[config.mk]
export PLATFORM = sky130hd
export DESIGN_NAME = local_bus_unit
export DESIGN_NICKNAME = d
export VERILOG_FILES = /design/src/logic/bus_cycle_pkg.sv /design/src/logic/local_bus_unit.sv /design/src/logic/pin_sync.sv
export SDC_FILE = /design/constraint.sdc
export NUM_CORES = 1
export LEC_CHECK = 0
export ABC_AREA = 1
export BUFFER_PORTS_ARGS = -buffer_cell sky130_fd_sc_hd__buf_2
export CORE_ASPECT_RATIO = 0.75
export CORE_UTILIZATION = 40
export CTS_CLUSTER_DIAMETER = 150
export DETAILED_ROUTE_END_ITERATION = 10
export PLACE_DENSITY = 0.71
export SLEW_MARGIN = 30
export SYNTH_ARGS = -nofsm -noshare
export SYNTH_HDL_FRONTEND = slang
export SYNTH_SLANG_ARGS = --single-unit
[constraint.sdc]
create_clock -name clk_i -period 2.1 [get_ports clk_i]
set_input_delay 0.63 -clock clk_i [delete_from_list [all_inputs] [get_ports clk_i]]
set_output_delay 0.63 -clock clk_i [all_outputs]
set_load 0.02 [all_outputs]
[src/logic/bus_cycle_pkg.sv]
/*
  Shared constants and types for the local bus cycle block.
  Assumes a single 100 MHz system clock domain.
*/
package bus_cycle_pkg;
  localparam int ADDR_W = 24;
  localparam int DATA_W = 16;
  localparam logic [1:0] STAT_INTACK = 2'h0;
  localparam logic [1:0] STAT_READ = 2'h1;
  localparam logic [1:0] STAT_WRITE = 2'h2;
  localparam logic [1:0] STAT_IDLE = 2'h3;
  localparam logic [7:0] IO_HIGH_ZERO = 8'h00;
  localparam logic PHASE_RESET = 1'b0;
  localparam logic [1:0] SYNC_RESET = 2'h0;

  typedef enum logic [2:0] {
    CYC_MEM_READ,
    CYC_MEM_WRITE,
    CYC_FETCH,
    CYC_IO_READ,
    CYC_IO_WRITE,
    CYC_INTACK,
    CYC_HALT
  } cycle_kind_t;

  // Bit 1 is the active-low upper enable, bit 0 is address bit zero.
  function automatic logic [1:0] lane_code(input logic upper, input logic lower);
    lane_code = {~upper, ~lower};
  endfunction
endpackage

[src/logic/local_bus_unit.sv]
/*
  Local bus interface: clock halving, byte lanes, cycle status, ready and hold.
  Assumes the core presents one request at a time and holds it until done.
*/
`timescale 1ns/10ps
`default_nettype none
// Functional notes
// - Processor clock is the system clock divided by two.
// - Reset rising edge aligns the divide-by-two phase.
// - Sample data on reads and acknowledges, drive it on writes.
// - Data lines active high, floated during hold acknowledge.
// - Drive 24-bit address, float it during hold acknowledge.
// - Address bit zero low when the lower lane carries data.
// - Upper eight address bits low for every I/O transfer.
// - Upper enable and A0 encode word, upper, lower byte; both high reserved.
// - One or both status lines low marks the start of a cycle.
// - Acknowledge encodes 00 with both selects low; 11 means no status.
// - Halt when address bit one is set, otherwise shutdown.
// - Memory data read 01, memory data write 10, 11 none.
// - With fetch select high and memory/IO low: I/O read or write.
// - Cycle lasts until ready sampled low; ready ignored in hold.
// - Float drivers then raise grant; drop grant when request falls.
// - Memory/IO high for memory and halt, low for I/O and acknowledge.
module local_bus_unit
  import bus_cycle_pkg::*;
(
  input wire logic clk_i,
  input wire logic rst_n_i,
  input wire logic ce_i,
  input wire logic req_valid_i,
  input wire cycle_kind_t req_kind_i,
  input wire logic [ADDR_W-1:0] req_addr_i,
  input wire logic req_upper_i,
  input wire logic req_lower_i,
  input wire logic [DATA_W-1:0] req_wdata_i,
  output logic req_done_o,
  output logic [DATA_W-1:0] rdata_o,
  output logic phase_o,
  input wire logic ready_n_i,
  input wire logic hold_req_i,
  output logic bus_grant_ack_o,
  output logic [ADDR_W-1:0] address_lines_o,
  output logic address_lines_oe_n_o,
  output logic upper_lane_enable_n_o,
  output logic [1:0] cycle_status_n_o,
  output logic mem_io_select_o,
  output logic fetch_or_intack_select_o,
  output logic ctrl_oe_n_o,
  input wire logic [DATA_W-1:0] data_lines_i,
  output logic [DATA_W-1:0] data_lines_o,
  output logic data_lines_oe_n_o
);
  typedef enum logic [2:0] {ST_IDLE, ST_STATUS, ST_CMD, ST_FLOAT, ST_HOLD} bus_state_t;

  typedef struct packed {
    bus_state_t state;
    logic phase;
    logic done;
    logic [DATA_W-1:0] rdata;
    logic grant;
    logic [ADDR_W-1:0] addr;
    logic addr_oe_n;
    logic upper_n;
    logic [1:0] stat_n;
    logic mio;
    logic cod;
    logic ctrl_oe_n;
    logic [DATA_W-1:0] dout;
    logic dout_oe_n;
    logic is_read;
  } unit_state_t;

  unit_state_t st_q;
  unit_state_t st_d;
  logic [1:0] sync_w;
  logic ready_s;
  logic hold_s;

  pin_sync #(.WIDTH(2)) u_sync (
    .clk_i(clk_i),
    .rst_n_i(rst_n_i),
    .en_i(ce_i),
    .async_i({ready_n_i, hold_req_i}),
    .sync_o(sync_w)
  );
  assign ready_s = ~sync_w[1];
  assign hold_s = sync_w[0];

  function automatic logic [1:0] status_code(input cycle_kind_t k);
    case (k)
      CYC_INTACK, CYC_HALT: status_code = STAT_INTACK;
      CYC_MEM_READ, CYC_FETCH, CYC_IO_READ: status_code = STAT_READ;
      CYC_MEM_WRITE, CYC_IO_WRITE: status_code = STAT_WRITE;
      default: status_code = STAT_IDLE;
    endcase
  endfunction

  function automatic logic is_io(input cycle_kind_t k);
    is_io = (k == CYC_IO_READ) || (k == CYC_IO_WRITE) || (k == CYC_INTACK);
  endfunction

  always_comb begin
    logic [1:0] lanes;
    lanes = lane_code(req_upper_i, req_lower_i);
    st_d = st_q;
    // All bus timing advances on the processor-clock edge, every second system clock.
    st_d.phase = ~st_q.phase;
    st_d.done = 1'b0;
    if (st_q.phase) begin
      case (st_q.state)
        ST_IDLE: begin
          if (hold_s) begin
            st_d.addr_oe_n = 1'b1;
            st_d.ctrl_oe_n = 1'b1;
            st_d.dout_oe_n = 1'b1;
            st_d.state = ST_FLOAT;
          end else if (req_valid_i) begin
            st_d.addr = req_addr_i;
            st_d.addr[0] = lanes[0];
            st_d.upper_n = lanes[1];
            if (is_io(req_kind_i)) begin
              st_d.addr[ADDR_W-1:16] = IO_HIGH_ZERO;
            end
            st_d.mio = ~is_io(req_kind_i);
            st_d.cod = (req_kind_i == CYC_FETCH) || (req_kind_i == CYC_IO_READ)
                       || (req_kind_i == CYC_IO_WRITE);
            st_d.stat_n = status_code(req_kind_i);
            st_d.is_read = (status_code(req_kind_i) == STAT_READ)
                           || (req_kind_i == CYC_INTACK);
            st_d.dout = req_wdata_i;
            st_d.dout_oe_n = (status_code(req_kind_i) != STAT_WRITE);
            st_d.state = ST_STATUS;
          end
        end
        ST_STATUS: begin
          st_d.stat_n = STAT_IDLE;
          st_d.state = ST_CMD;
        end
        ST_CMD: begin
          if (ready_s) begin
            if (st_q.is_read) begin
              st_d.rdata = data_lines_i;
            end
            st_d.done = 1'b1;
            st_d.dout_oe_n = 1'b1;
            st_d.state = ST_IDLE;
          end
        end
        ST_FLOAT: begin
          st_d.grant = 1'b1;
          st_d.state = ST_HOLD;
        end
        ST_HOLD: begin
          if (!hold_s) begin
            st_d.grant = 1'b0;
            st_d.addr_oe_n = 1'b0;
            st_d.ctrl_oe_n = 1'b0;
            st_d.state = ST_IDLE;
          end
        end
        default: st_d.state = ST_IDLE;
      endcase
    end
  end

  // Reset clears phase, so the first system edge after release starts phase one.
  always_ff @(posedge clk_i or negedge rst_n_i) begin
    if (!rst_n_i) begin
      st_q <= '{state: ST_IDLE, phase: PHASE_RESET, done: 1'b0, rdata: '0, grant: 1'b0,
                addr: '0, addr_oe_n: 1'b0, upper_n: 1'b1, stat_n: STAT_IDLE, mio: 1'b0,
                cod: 1'b0, ctrl_oe_n: 1'b0, dout: '0, dout_oe_n: 1'b1, is_read: 1'b0};
    end else if (ce_i) begin
      st_q <= st_d;
    end
  end

  assign req_done_o = st_q.done;
  assign rdata_o = st_q.rdata;
  assign phase_o = st_q.phase;
  assign bus_grant_ack_o = st_q.grant;
  assign address_lines_o = st_q.addr;
  assign address_lines_oe_n_o = st_q.addr_oe_n;
  assign upper_lane_enable_n_o = st_q.upper_n;
  assign cycle_status_n_o = st_q.stat_n;
  assign mem_io_select_o = st_q.mio;
  assign fetch_or_intack_select_o = st_q.cod;
  assign ctrl_oe_n_o = st_q.ctrl_oe_n;
  assign data_lines_o = st_q.dout;
  assign data_lines_oe_n_o = st_q.dout_oe_n;

  a_grant_floats: assert property (@(posedge clk_i) disable iff (!rst_n_i)
    st_q.grant |-> (st_q.addr_oe_n && st_q.ctrl_oe_n && st_q.dout_oe_n))
    else $error("grant while drivers active");
  a_io_upper_zero: assert property (@(posedge clk_i) disable iff (!rst_n_i)
    (st_q.state == ST_CMD && !st_q.mio) |-> st_q.addr[ADDR_W-1:16] == IO_HIGH_ZERO)
    else $error("io upper address not zero");
  a_lane_reserved: assert property (@(posedge clk_i) disable iff (!rst_n_i)
    (st_q.state == ST_CMD && st_q.mio && st_q.stat_n != STAT_INTACK)
    |-> !(st_q.upper_n && st_q.addr[0]))
    else $error("reserved lane code");
  a_status_one_state: assert property (@(posedge clk_i) disable iff (!rst_n_i)
    (st_q.state == ST_STATUS && ce_i && st_q.phase) |=> st_q.stat_n == STAT_IDLE)
    else $error("status not released");
  a_addr_stable: assert property (@(posedge clk_i) disable iff (!rst_n_i)
    (st_q.state == ST_CMD && $past(st_q.state) == ST_CMD) |-> $stable(st_q.addr))
    else $error("address changed mid cycle");
  a_phase_toggle: assert property (@(posedge clk_i) disable iff (!rst_n_i)
    ce_i |=> st_q.phase != $past(st_q.phase))
    else $error("phase did not toggle");
  a_write_drive: assert property (@(posedge clk_i) disable iff (!rst_n_i)
    (st_q.state == ST_CMD && !st_q.dout_oe_n) |-> !st_q.is_read)
    else $error("driving data on read");
  a_hold_no_done: assert property (@(posedge clk_i) disable iff (!rst_n_i)
    st_q.grant |=> !st_q.done)
    else $error("cycle ended in hold");
  c_read_done: cover property (@(posedge clk_i) st_q.done && st_q.is_read);
  c_write_done: cover property (@(posedge clk_i) st_q.done && !st_q.is_read);
  c_hold: cover property (@(posedge clk_i) st_q.grant);
endmodule // local_bus_unit
`default_nettype wire

[src/logic/pin_sync.sv]
/*
  Two-stage synchroniser for inputs that arrive from outside the clock domain.
  Assumes the surrounding logic reads only the second stage.
*/
`timescale 1ns/10ps
`default_nettype none
module pin_sync
  import bus_cycle_pkg::*;
#(
  parameter int WIDTH = 2
) (
  input wire logic clk_i,
  input wire logic rst_n_i,
  input wire logic en_i,
  input wire logic [WIDTH-1:0] async_i,
  output logic [WIDTH-1:0] sync_o
);
  typedef struct packed {
    logic [WIDTH-1:0] s1;
    logic [WIDTH-1:0] s2;
  } sync_state_t;

  sync_state_t st_q;
  sync_state_t st_d;

  always_comb begin
    st_d = st_q;
    if (en_i) begin
      st_d.s1 = async_i;
      st_d.s2 = st_q.s1;
    end
  end

  always_ff @(posedge clk_i or negedge rst_n_i) begin
    if (!rst_n_i) begin
      st_q <= '0;
    end else begin
      st_q <= st_d;
    end
  end

  assign sync_o = st_q.s2;
endmodule // pin_sync
`default_nettype wire

==> results of run 1 <==
## Yosys cell counts, drive strengths merged
library cell and n:
nor2 17, dfstp 4, nand4 3, dfrtp 70, inv 34, o211a 1
o21ai 35, nand3b 1, nand3 7, nand2 167, buf 73, a21oi 4
mux2 2, nor3 1
## layer usage
metal / vias to the layer above / track usage (%) / part of all wire, %
met5: - / 0 / 0
met4: 0 / 5.65 / 1.2
met3: 8 / 5.49 / 7.2
met2: 100 / 26.5 / 45
met1: 1184 / 21.0 / 46
li1: 1377 / - / -
## per-stage QoR
step / hold slack, ns / utilization [%]
after floorplan: 0.334 / -
after global placement: 0.457 / 45.5
after detailed placement: 0.459 / 45.5
after CTS: 0.198 / 49.8
after global routing: 0.211 / 49.8
final: 0.195 / 49.8
## flip-flops by register name, indices dropped and copies added, names as in the netlist
signal,cells
u_sync.sync_o,2
upper_lane_enable_n_o,1
cycle_status_n_o,2
phase_o,1
address_lines_o,24
data_lines_oe_n_o,1
req_done_o,1
rdata_o,16
ctrl_oe_n_o,1
mem_io_select_o,1
fetch_or_intack_select_o,1
u_sync.st_q,2
bus_grant_ack_o,1
data_lines_o,16
st_q,4
## layout make-up
cell class | count | area, um^2 | area share [%]
clock buffers | 11 | 243 | 5.67
clock inverters | 5 | 125 | 2.92
inverters | 34 | 128 | 2.98
multi-input cells | 238 | 1050 | 24.5
flip-flops and latches | 74 | 1860 | 43.4
well taps | 108 | 135 | 3.16
repair buffers | 138 | 746 | 17.4
## worst max-delay path by stage
stage	from	to	slack (ns)	cells past startpoint
global route	data_lines_oe_n_o	data_lines_oe_n_o	0.40	1
CTS	data_lines_oe_n_o	data_lines_oe_n_o	0.43	1
global placement	ce_i	rdata_o[1]	0.38	7
detailed placement	ce_i	rdata_o[11]	0.33	7
finish	data_lines_oe_n_o	data_lines_oe_n_o	0.44	1
floorplan	ce_i	fetch_or_intack_select_o	0.56	8
## kinds of logic (layout without fill, tap and decap cells)
logic type             Yosys count  after routing  share of synthesized area, %
DFF                             74             74                          51.5
muxes                            2              2                         0.625
AOI/OAI and AO/OA               40             40                          6.84
and+or+nand+nor                196            196                          21.7
buffers and inverters          107            188                          19.3
## power by group through the flow
| stage | combinational [mW] | clock (mW) | sequential (mW) |
|---|---|---|---|
| after floorplan | 2.16 | 0 | 2.38 |
| after global placement | 2.23 | 0 | 2.37 |
| after detailed placement | 2.28 | 0 | 2.39 |
| after CTS | 2.29 | 1.93 | 2.38 |
| after global routing | 2.48 | 2.00 | 2.46 |
| final | 2.26 | 1.88 | 2.38 |
==> impl_summary.log, run 1 <==
[metrics] outcome: complete, but fails checks
[metrics] failing checks: DRC
[metrics] share of the clock period used by the worst path: 78.9%
[metrics] clock share of power: 28.9%
[metrics] Tmin final: 1.66 ns
[metrics] total clock buffers created by CTS: 9
[metrics] x dimension of the die: 112 um
[metrics] Gate power share: 34.6%
[metrics] post-DR vias/cell: 4.39
[metrics] number of top-level pins: 134
[metrics] buffers from clock root to sink, at most: 2
[metrics] Area Growth Syn to Fin: 18.9%
[metrics] final instance count without filler cells: 608
[metrics] Worst R2R Path Depth: 7
[metrics] number of cell rows: 29
[metrics] smallest setup slack after layout: 0.443 ns
[metrics] delay-heaviest family, CP: flip-flops
[metrics] largest stage delay on the critical path: 0.53 ns
[metrics] root buffer cell: clkbuf_16
[metrics] CTS clock-pin slew for the worst setup and hold paths: 0.06 ns
[metrics] count of endpoints failing setup in the final report: 0
[metrics] cell count after synthesis: 419
[metrics] number of nets with antenna violations after detailed routing: 0
[metrics] cell type contributing the most total cell area after synthesis: dfrtp_1
[metrics] library cells used by synthesis: 24
[metrics] wire length of the first global-routing pass: 12.1 mm
[metrics] sum of net half-perimeters after detailed placement: 5.13 mm
[metrics] Worst R2R Start: st_q[70]
[metrics] Critical Path Slowest Stage Cell: dfstp_2
[metrics] number of design-rule violations left by the first detailed-router iteration: 129
[metrics] final-report hold violation count: 0
[metrics] Startpoint Class: flip-flop
[metrics] largest fanout on the critical path: 2
[metrics] aggregate routed wire length: 7.06 mm
[metrics] instance count after placement with tap cells included: 592
[metrics] Static Leak: 2.48 nW
[metrics] design internal power: 4.14 mW
[metrics] switching share of power: 36.5%
[metrics] Tot GR Track Use: 16.5%
[metrics] detailed-routing iteration count for the pre-antenna-repair pass: 9
[metrics] pin count of the biggest net entering global routing: 37
[metrics] diode count: 0
[metrics] Syn Std Cell Area: 0.00360 mm^2
[metrics] FF-to-FF End: rdata_o[11]
[metrics] via count of the first global-routing pass: 2582
[metrics] detailed-route DRC error count: 12
[metrics] cell types with the largest area share after synthesis: dfrtp_1 (49%), nand2_1 (17%), buf_4 (13%)
[metrics] count of nets after finishing: 562
[metrics] CTS Hold Buffers Added: 0
[metrics] synthesized net count: 486
[metrics] worst setup path category: reg -> out
[metrics] buffering stage count on the worst path with inverters included: 1
[metrics] critical path required time: 1.47 ns
[metrics] Critical Path End Type: output port
[metrics] fraction of power consumed by sequential logic: 36.5%
[metrics] count of state elements after synthesis: 74
[metrics] power per unit of standard cell area: 1520 mW/mm^2
[metrics] antenna violations before repair: 0
[metrics] part of the Yosys area used for sequential elements: 51.5%
[metrics] Placement Setup Slack: 0.327 ns
[metrics] transition at the pin with the smallest max-transition slack: 0.397 ns
[metrics] number of warnings reported in the yosys synthesis log: 0
[metrics] post-layout total power: 6.52 mW
[metrics] WL/cell: 11.6 um
[metrics] Hold Crit Class: in -> async
[metrics] portion of synthesized cell area occupied by the leading cell type: 48.6%
[metrics] maximum clock rate: 604 MHz
[metrics] area of the core: 0.00860 mm^2
[metrics] crit path DAT: 1.03 ns
[metrics] overall die area: 0.00939 mm^2
[metrics] switching power of the nets: 2.38 mW
[metrics] number of levels in the clock H-tree: 3
[metrics] unrepaired setup endpoints after global routing: no
[metrics] mean instance size in the synthesized netlist: 8.60 um^2
[metrics] RePlAce Congestion: 0.813
[metrics] starting density of the core: 41.9%
[metrics] clock insertion delay at the later pin of the skew report: 0.33 ns
[metrics] final setup skew: 0.00508 ns
[metrics] overflow left after global routing: 0
[metrics] number of fillers in the final layout: 830
[metrics] Max Cap Viol: 0
[metrics] flop-to-flop setup slack: 0.70 ns
[metrics] Slew Limit Fails: 0
[metrics] highest-count cells in the layout ignoring fill and taps: nand2_1 (165), buf_2 (131), dfrtp_1 (70), inv_1 (30)
[metrics] Slew Limit Headroom: 73.5%
[metrics] share of cells above drive strength 1: 36.0%
[metrics] number of instances resized during post-cts repair: 0
[metrics] number of post-CTS setup repair buffers: 0
[metrics] Sinks on Clock Net: 74
[metrics] cell area after layout: 0.00428 mm^2
[metrics] PortBufs: 132
[metrics] TritonCTS clock tree: yes
[metrics] Critical Path, Cell by Cell: buf_2
[metrics] die height: 84.2 um
[metrics] vias after detailed routing: 2669
[metrics] sum of negative setup slack: 0 ns
[metrics] area of placed instances: 0.00392 mm^2
[metrics] most common cell after layout, fill and taps aside: nand2_1
[metrics] Max rail drop VDD: 0.621 mV
(Power assumes the default switching activity.)
==> run 2: changes to the inputs <==
--- a/config.mk
+++ b/config.mk
@@ -5,13 +5,13 @@
 export SDC_FILE = /design/constraint.sdc
 export NUM_CORES = 1
 export LEC_CHECK = 0
-export ABC_AREA = 1
+export ABC_AREA = 0
 export BUFFER_PORTS_ARGS = -buffer_cell sky130_fd_sc_hd__buf_2
 export CORE_ASPECT_RATIO = 0.75
 export CORE_UTILIZATION = 40
 export CTS_CLUSTER_DIAMETER = 150
 export DETAILED_ROUTE_END_ITERATION = 10
-export PLACE_DENSITY = 0.71
+export PLACE_DENSITY = 0.74
 export SLEW_MARGIN = 30
 export SYNTH_ARGS = -nofsm -noshare
 export SYNTH_HDL_FRONTEND = slang
==> constraint.sdc (replaced) <==
create_clock -name clk_i -period 1.3 [get_ports clk_i]
set_input_delay 0.39 -clock clk_i [delete_from_list [all_inputs] [get_ports clk_i]]
set_output_delay 0.39 -clock clk_i [all_outputs]
set_load 0.02 [all_outputs]
==> impl_summary.log, run 2 <==
[metrics] design internal power: 7.87 mW (was 4.14 mW)
[metrics] detailed-routing iteration count for the pre-antenna-repair pass: 7 (was 9)
[metrics] Slew Limit Fails: 0 (unchanged)
[metrics] adder-cell share of the synthesized area: 0% (unchanged)
[metrics] buffers from clock root to sink, at most: 2 (unchanged)
[metrics] cell type contributing the most total cell area after synthesis: dfrtp_1 (unchanged)
[metrics] Critical Path, Cell by Cell: or3b_4, or2_4, buf_12, mux2_4 (was buf_2)
[metrics] failing checks: DRC, setup timing (was DRC)
[metrics] library cells used by synthesis: 41 (was 24)
[metrics] diode count: 0 (unchanged)
[metrics] fraction of power consumed by sequential logic: 33.2% (was 36.5%)
[metrics] parity-gate share of the synthesized area counting xor and xnor cells: 0.979% (was 0%)
[metrics] highest-count cells in the layout ignoring fill and taps: buf_2 (121), dfrtp_1 (69), mux2_4 (43), buf_4 (25), buf_6 (13) (was nand2_1 (165), buf_2 (131), dfrtp_1 (70), inv_1 (30))
[metrics] number of cell rows: 29 (unchanged)
[metrics] number of nets with antenna violations after detailed routing: 0 (unchanged)
[metrics] power per unit of standard cell area: 2450 mW/mm^2 (was 1520 mW/mm^2)
[metrics] count of state elements after synthesis: 74 (unchanged)
[metrics] overflow left after global routing: 0 (unchanged)
[metrics] synthesized net count: 330 (was 486)
[metrics] share of cells above drive strength 1: 69.1% (was 36.0%)
[metrics] detailed-route DRC error count: 24 (was 12)
[metrics] portion of synthesized cell area occupied by the leading cell type: 48.9% (was 48.6%)
[metrics] root buffer cell: clkbuf_16 (unchanged)
[metrics] most common cell after layout, fill and taps aside: buf_2 (was nand2_1)
[metrics] post-DR vias/cell: 4.70 (was 4.39)
[metrics] Max rail drop VDD: 1.48 mV (was 0.621 mV)
[metrics] Placement Setup Slack: -0.519 ns (was 0.327 ns)
[metrics] launching element of the worst setup path: u_sync.sync_o[0] (was data_lines_oe_n_o)
[metrics] metal3 WL: 561 um (was 508 um)
[metrics] flop-to-flop setup slack: -0.37 ns (was 0.70 ns)
[metrics] Sinks on Clock Net: 74 (unchanged)
[metrics] worst setup path category: reg -> reg (was reg -> out)
[metrics] cell count after synthesis: 263 (was 419)
[metrics] switching power of the nets: 3.87 mW (was 2.38 mW)
[metrics] Slew Limit Headroom: 76.9% (was 73.5%)
[metrics] Tmin final: 1.67 ns
[metrics] Synth Area in Simple Gates: 3.98% (was 21.7%)
[metrics] wire length on met2: 3.22 mm (was 3.19 mm)
[metrics] share of the clock period used by the worst path: 129%
[metrics] TritonCTS clock tree: yes (unchanged)
[metrics] die height: 83.9 um (was 84.2 um)
[metrics] unrepaired setup endpoints after global routing: yes (was no)
[metrics] number of warnings reported in the yosys synthesis log: 0 (unchanged)
[metrics] number of design-rule violations left by the first detailed-router iteration: 155 (was 129)
[metrics] Critical Path End Type: flip-flop (was output port)
[metrics] x dimension of the die: 111 um (was 112 um)
[metrics] instance count after placement with tap cells included: 454 (was 592)
[metrics] Static Leak: 2.55 nW (was 2.48 nW)
[metrics] clock insertion delay at the later pin of the skew report: 0.32 ns (was 0.33 ns)
[metrics] clock share of power: 25.1% (was 28.9%)
[metrics] number of levels in the clock H-tree: 3 (unchanged)
[metrics] critical path required time: 1.51 ns (was 1.47 ns)
[metrics] sum of net half-perimeters after detailed placement: 4.84 mm (was 5.13 mm)
[metrics] mean instance size in the synthesized netlist: 13.6 um^2 (was 8.60 um^2)
[metrics] cell area after layout: 0.00478 mm^2 (was 0.00428 mm^2)
[metrics] top_reg_cell synth: dfrtp_1 (unchanged)
[metrics] Area Growth Syn to Fin: 33.6% (was 18.9%)
[metrics] Critical Path Slowest Stage Cell: dfrtp_1 (was dfstp_2)
[metrics] starting density of the core: 41.8% (was 41.9%)
[metrics] Hold Crit Class: in -> async (unchanged)
[metrics] wire length of the first global-routing pass: 11.6 mm (was 12.1 mm)
[metrics] Gate power share: 41.7% (was 34.6%)
[metrics] PortBufs: 132 (unchanged)
[metrics] switching share of power: 33.0% (was 36.5%)
[metrics] overall die area: 0.00934 mm^2 (was 0.00939 mm^2)
[metrics] WL/cell: 14.7 um (was 11.6 um)
[metrics] Syn Std Cell Area: 0.00358 mm^2 (was 0.00360 mm^2)
[metrics] smallest setup slack after layout: -0.373 ns (was 0.443 ns)
[metrics] number of top-level pins: 134 (unchanged)
[metrics] antenna violations before repair: 0 (unchanged)
[metrics] synthesized-area fraction occupied by ao, oa, aoi and oai cells: 7.17% (was 6.84%)
[metrics] flip-flop count of the largest register after layout: 24 (unchanged)
[metrics] CTS clock-pin slew for the worst setup and hold paths: 0.06 ns (about the same)
[metrics] area of the core: 0.00856 mm^2 (was 0.00860 mm^2)
[metrics] post-layout total power: 11.7 mW (was 6.52 mW)
[metrics] Max Cap Viol: 0 (unchanged)
[metrics] multi-input combinational cell area: 0.00132 mm^2 (was 0.00105 mm^2)
[metrics] aggregate routed wire length: 7.06 mm (about the same)
[metrics] final setup skew: 0.00520 ns (was 0.00508 ns)
[metrics] total clock buffers created by CTS: 9 (unchanged)
[metrics] RePlAce Congestion: 0.851 (was 0.813)
[metrics] part of the Yosys area used for sequential elements: 51.9% (was 51.5%)
[metrics] sum of negative setup slack: -17.94 ns (was 0 ns)
[metrics] count of endpoints failing setup in the final report: 68 (was 0)
[metrics] outcome: complete, but fails checks (unchanged)
[metrics] combinational family with the most area after synthesis: multiplexers (was simple AND/OR/NAND/NOR gates)
[metrics] transition at the pin with the smallest max-transition slack: 0.346 ns (was 0.397 ns)
[metrics] number of flops mapped to enable cells by yosys: 0 (unchanged)
[metrics] crit path DAT: 1.88 ns (was 1.03 ns)
[metrics] count leader, synth: dfrtp_1 (was nand2_1)
[metrics] count of nets after finishing: 435 (was 562)
[metrics] CTS Hold Buffers Added: 0 (unchanged)
[metrics] largest stage delay on the critical path: 0.40 ns (was 0.53 ns)
[metrics] multiplexer share of the synthesized area: 20.1% (was 0.625%)
[metrics] proportion of register bits with asynchronous set or reset after synthesis: 100% (unchanged)
[metrics] Tot GR Track Use: 15.8% (was 16.5%)
[metrics] cell types with the largest area share after synthesis: dfrtp_1 (49%), buf_4 (13%), mux2_4 (11%) (was dfrtp_1 (49%), nand2_1 (17%), buf_4 (13%))
[metrics] area of placed instances: 0.00415 mm^2 (was 0.00392 mm^2)
[metrics] maximum clock rate: 598 MHz
[metrics] number of fillers in the final layout: 701 (was 830)
[metrics] largest fanout on the critical path: 18 (was 2)
[metrics] sequential cell area: 0.00186 mm^2 (about the same)
[metrics] highest routed layer: met4 (unchanged)
[metrics] cell types with the highest counts after synthesis: dfrtp_1 (70), buf_4 (61), mux2_2 (27), mux2_4 (27) (was nand2_1 (165), dfrtp_1 (70), buf_4 (61), inv_1 (30))
[metrics] via count of the first global-routing pass: 2316 (was 2582)
[metrics] vias after detailed routing: 2257 (was 2669)
[metrics] final instance count without filler cells: 480 (was 608)
[metrics] Startpoint Class: flip-flop (unchanged)
[metrics] DRT met1 WL: 3.22 mm (was 3.28 mm)
[metrics] pin count of the biggest net entering global routing: 41 (was 37)
[metrics] final-report hold violation count: 0 (unchanged)
[metrics] Worst R2R Start: u_sync.sync_o[0] (was st_q[70])
run 2: cell count changes in the layout (fill, tap and decap cells not counted), sizes merged, moves of 3 or more:
| cell | delta |
|---|---|
| o21ai | -27 |
| xor2 | +3 |
| buf | +28 |
| mux2 | +52 |
| nor2 | -12 |
| nand2 | -166 |
| inv | -29 |
| a22o | +8 |
| nand3 | -7 |
run 2: path summary, 6_finish.rpt:
path	end	depth (start not counted)
hold / removal	fetch_or_intack_select_o	2
setup reg to reg	address_lines_o[3]	4
max in group asynchronous	data_lines_oe_n_o	2
setup / recovery	address_lines_o[3]	4
min in group clk_i	upper_lane_enable_n_o	2
hold reg to reg	mem_io_select_o	1
run 2: layer usage:
layer / up-vias / global-route usage, %
met5: - / 0
met4: 0 / 4.42
met3: 7 / 5.81
met2: 101 / 24.1
met1: 1075 / 21.1
li1: 1074 / -
run 2: critical path, delay by kind of cell, from the launching register on:
family                 cells  cell delay (ns)
and+or+nand+nor            2             0.66
DFF                        1             0.40
muxes                      1             0.31
buffers and inverters      1             0.18
run 2: power groups by stage:
| stage | clock, mW | combinational, mW | sequential (mW) |
|---|---|---|---|
| CTS | 3.02 | 4.82 | 3.90 |
| global placement | 0 | 4.35 | 3.87 |
| finish | 2.94 | 4.90 | 3.89 |
| detailed placement | 0 | 4.43 | 3.89 |
| global route | 3.12 | 5.19 | 4.01 |
| floorplan | 0 | 4.13 | 3.88 |
run 2: repair_timing:
item                                    4_1_cts  5_1_grt
resized for setup                            30       12
buffers inserted                              5        4
cloned                                        3        0
pin swaps                                     5        2
endpoints found under the setup margin       70       75
endpoints found under the hold margin         0        0
run 2: kinds of logic (layout without fill, tap and decap cells):
| kind of cell | count (synthesis) | in the layout |
|---|---|---|
| flops | 74 | 74 |
| xor+xnor | 4 | 4 |
| compound gates | 33 | 33 |
| mux | 55 | 55 |
| simple gates | 20 | 20 |
| buf+inv | 77 | 186 |
run 2: layout make-up:
class	instances	share of cell area (%)
sequential	74	38.8
multi-input combinational	112	27.6
timing repair buffer	166	22.9
clock buffer	9	4.71
tap	108	2.83
clock inverter	6	2.72
inverter	5	0.392
run 2: through the flow:
stage	util, %	hold WS (ns)
2_1_floorplan	-	0.0944
3_3_place_gp	48.4	0.376
3_5_place_dp	48.4	0.382
4_1_cts	55.1	0.0259
5_1_grt	55.9	0.0350
6_report	55.9	0.0290
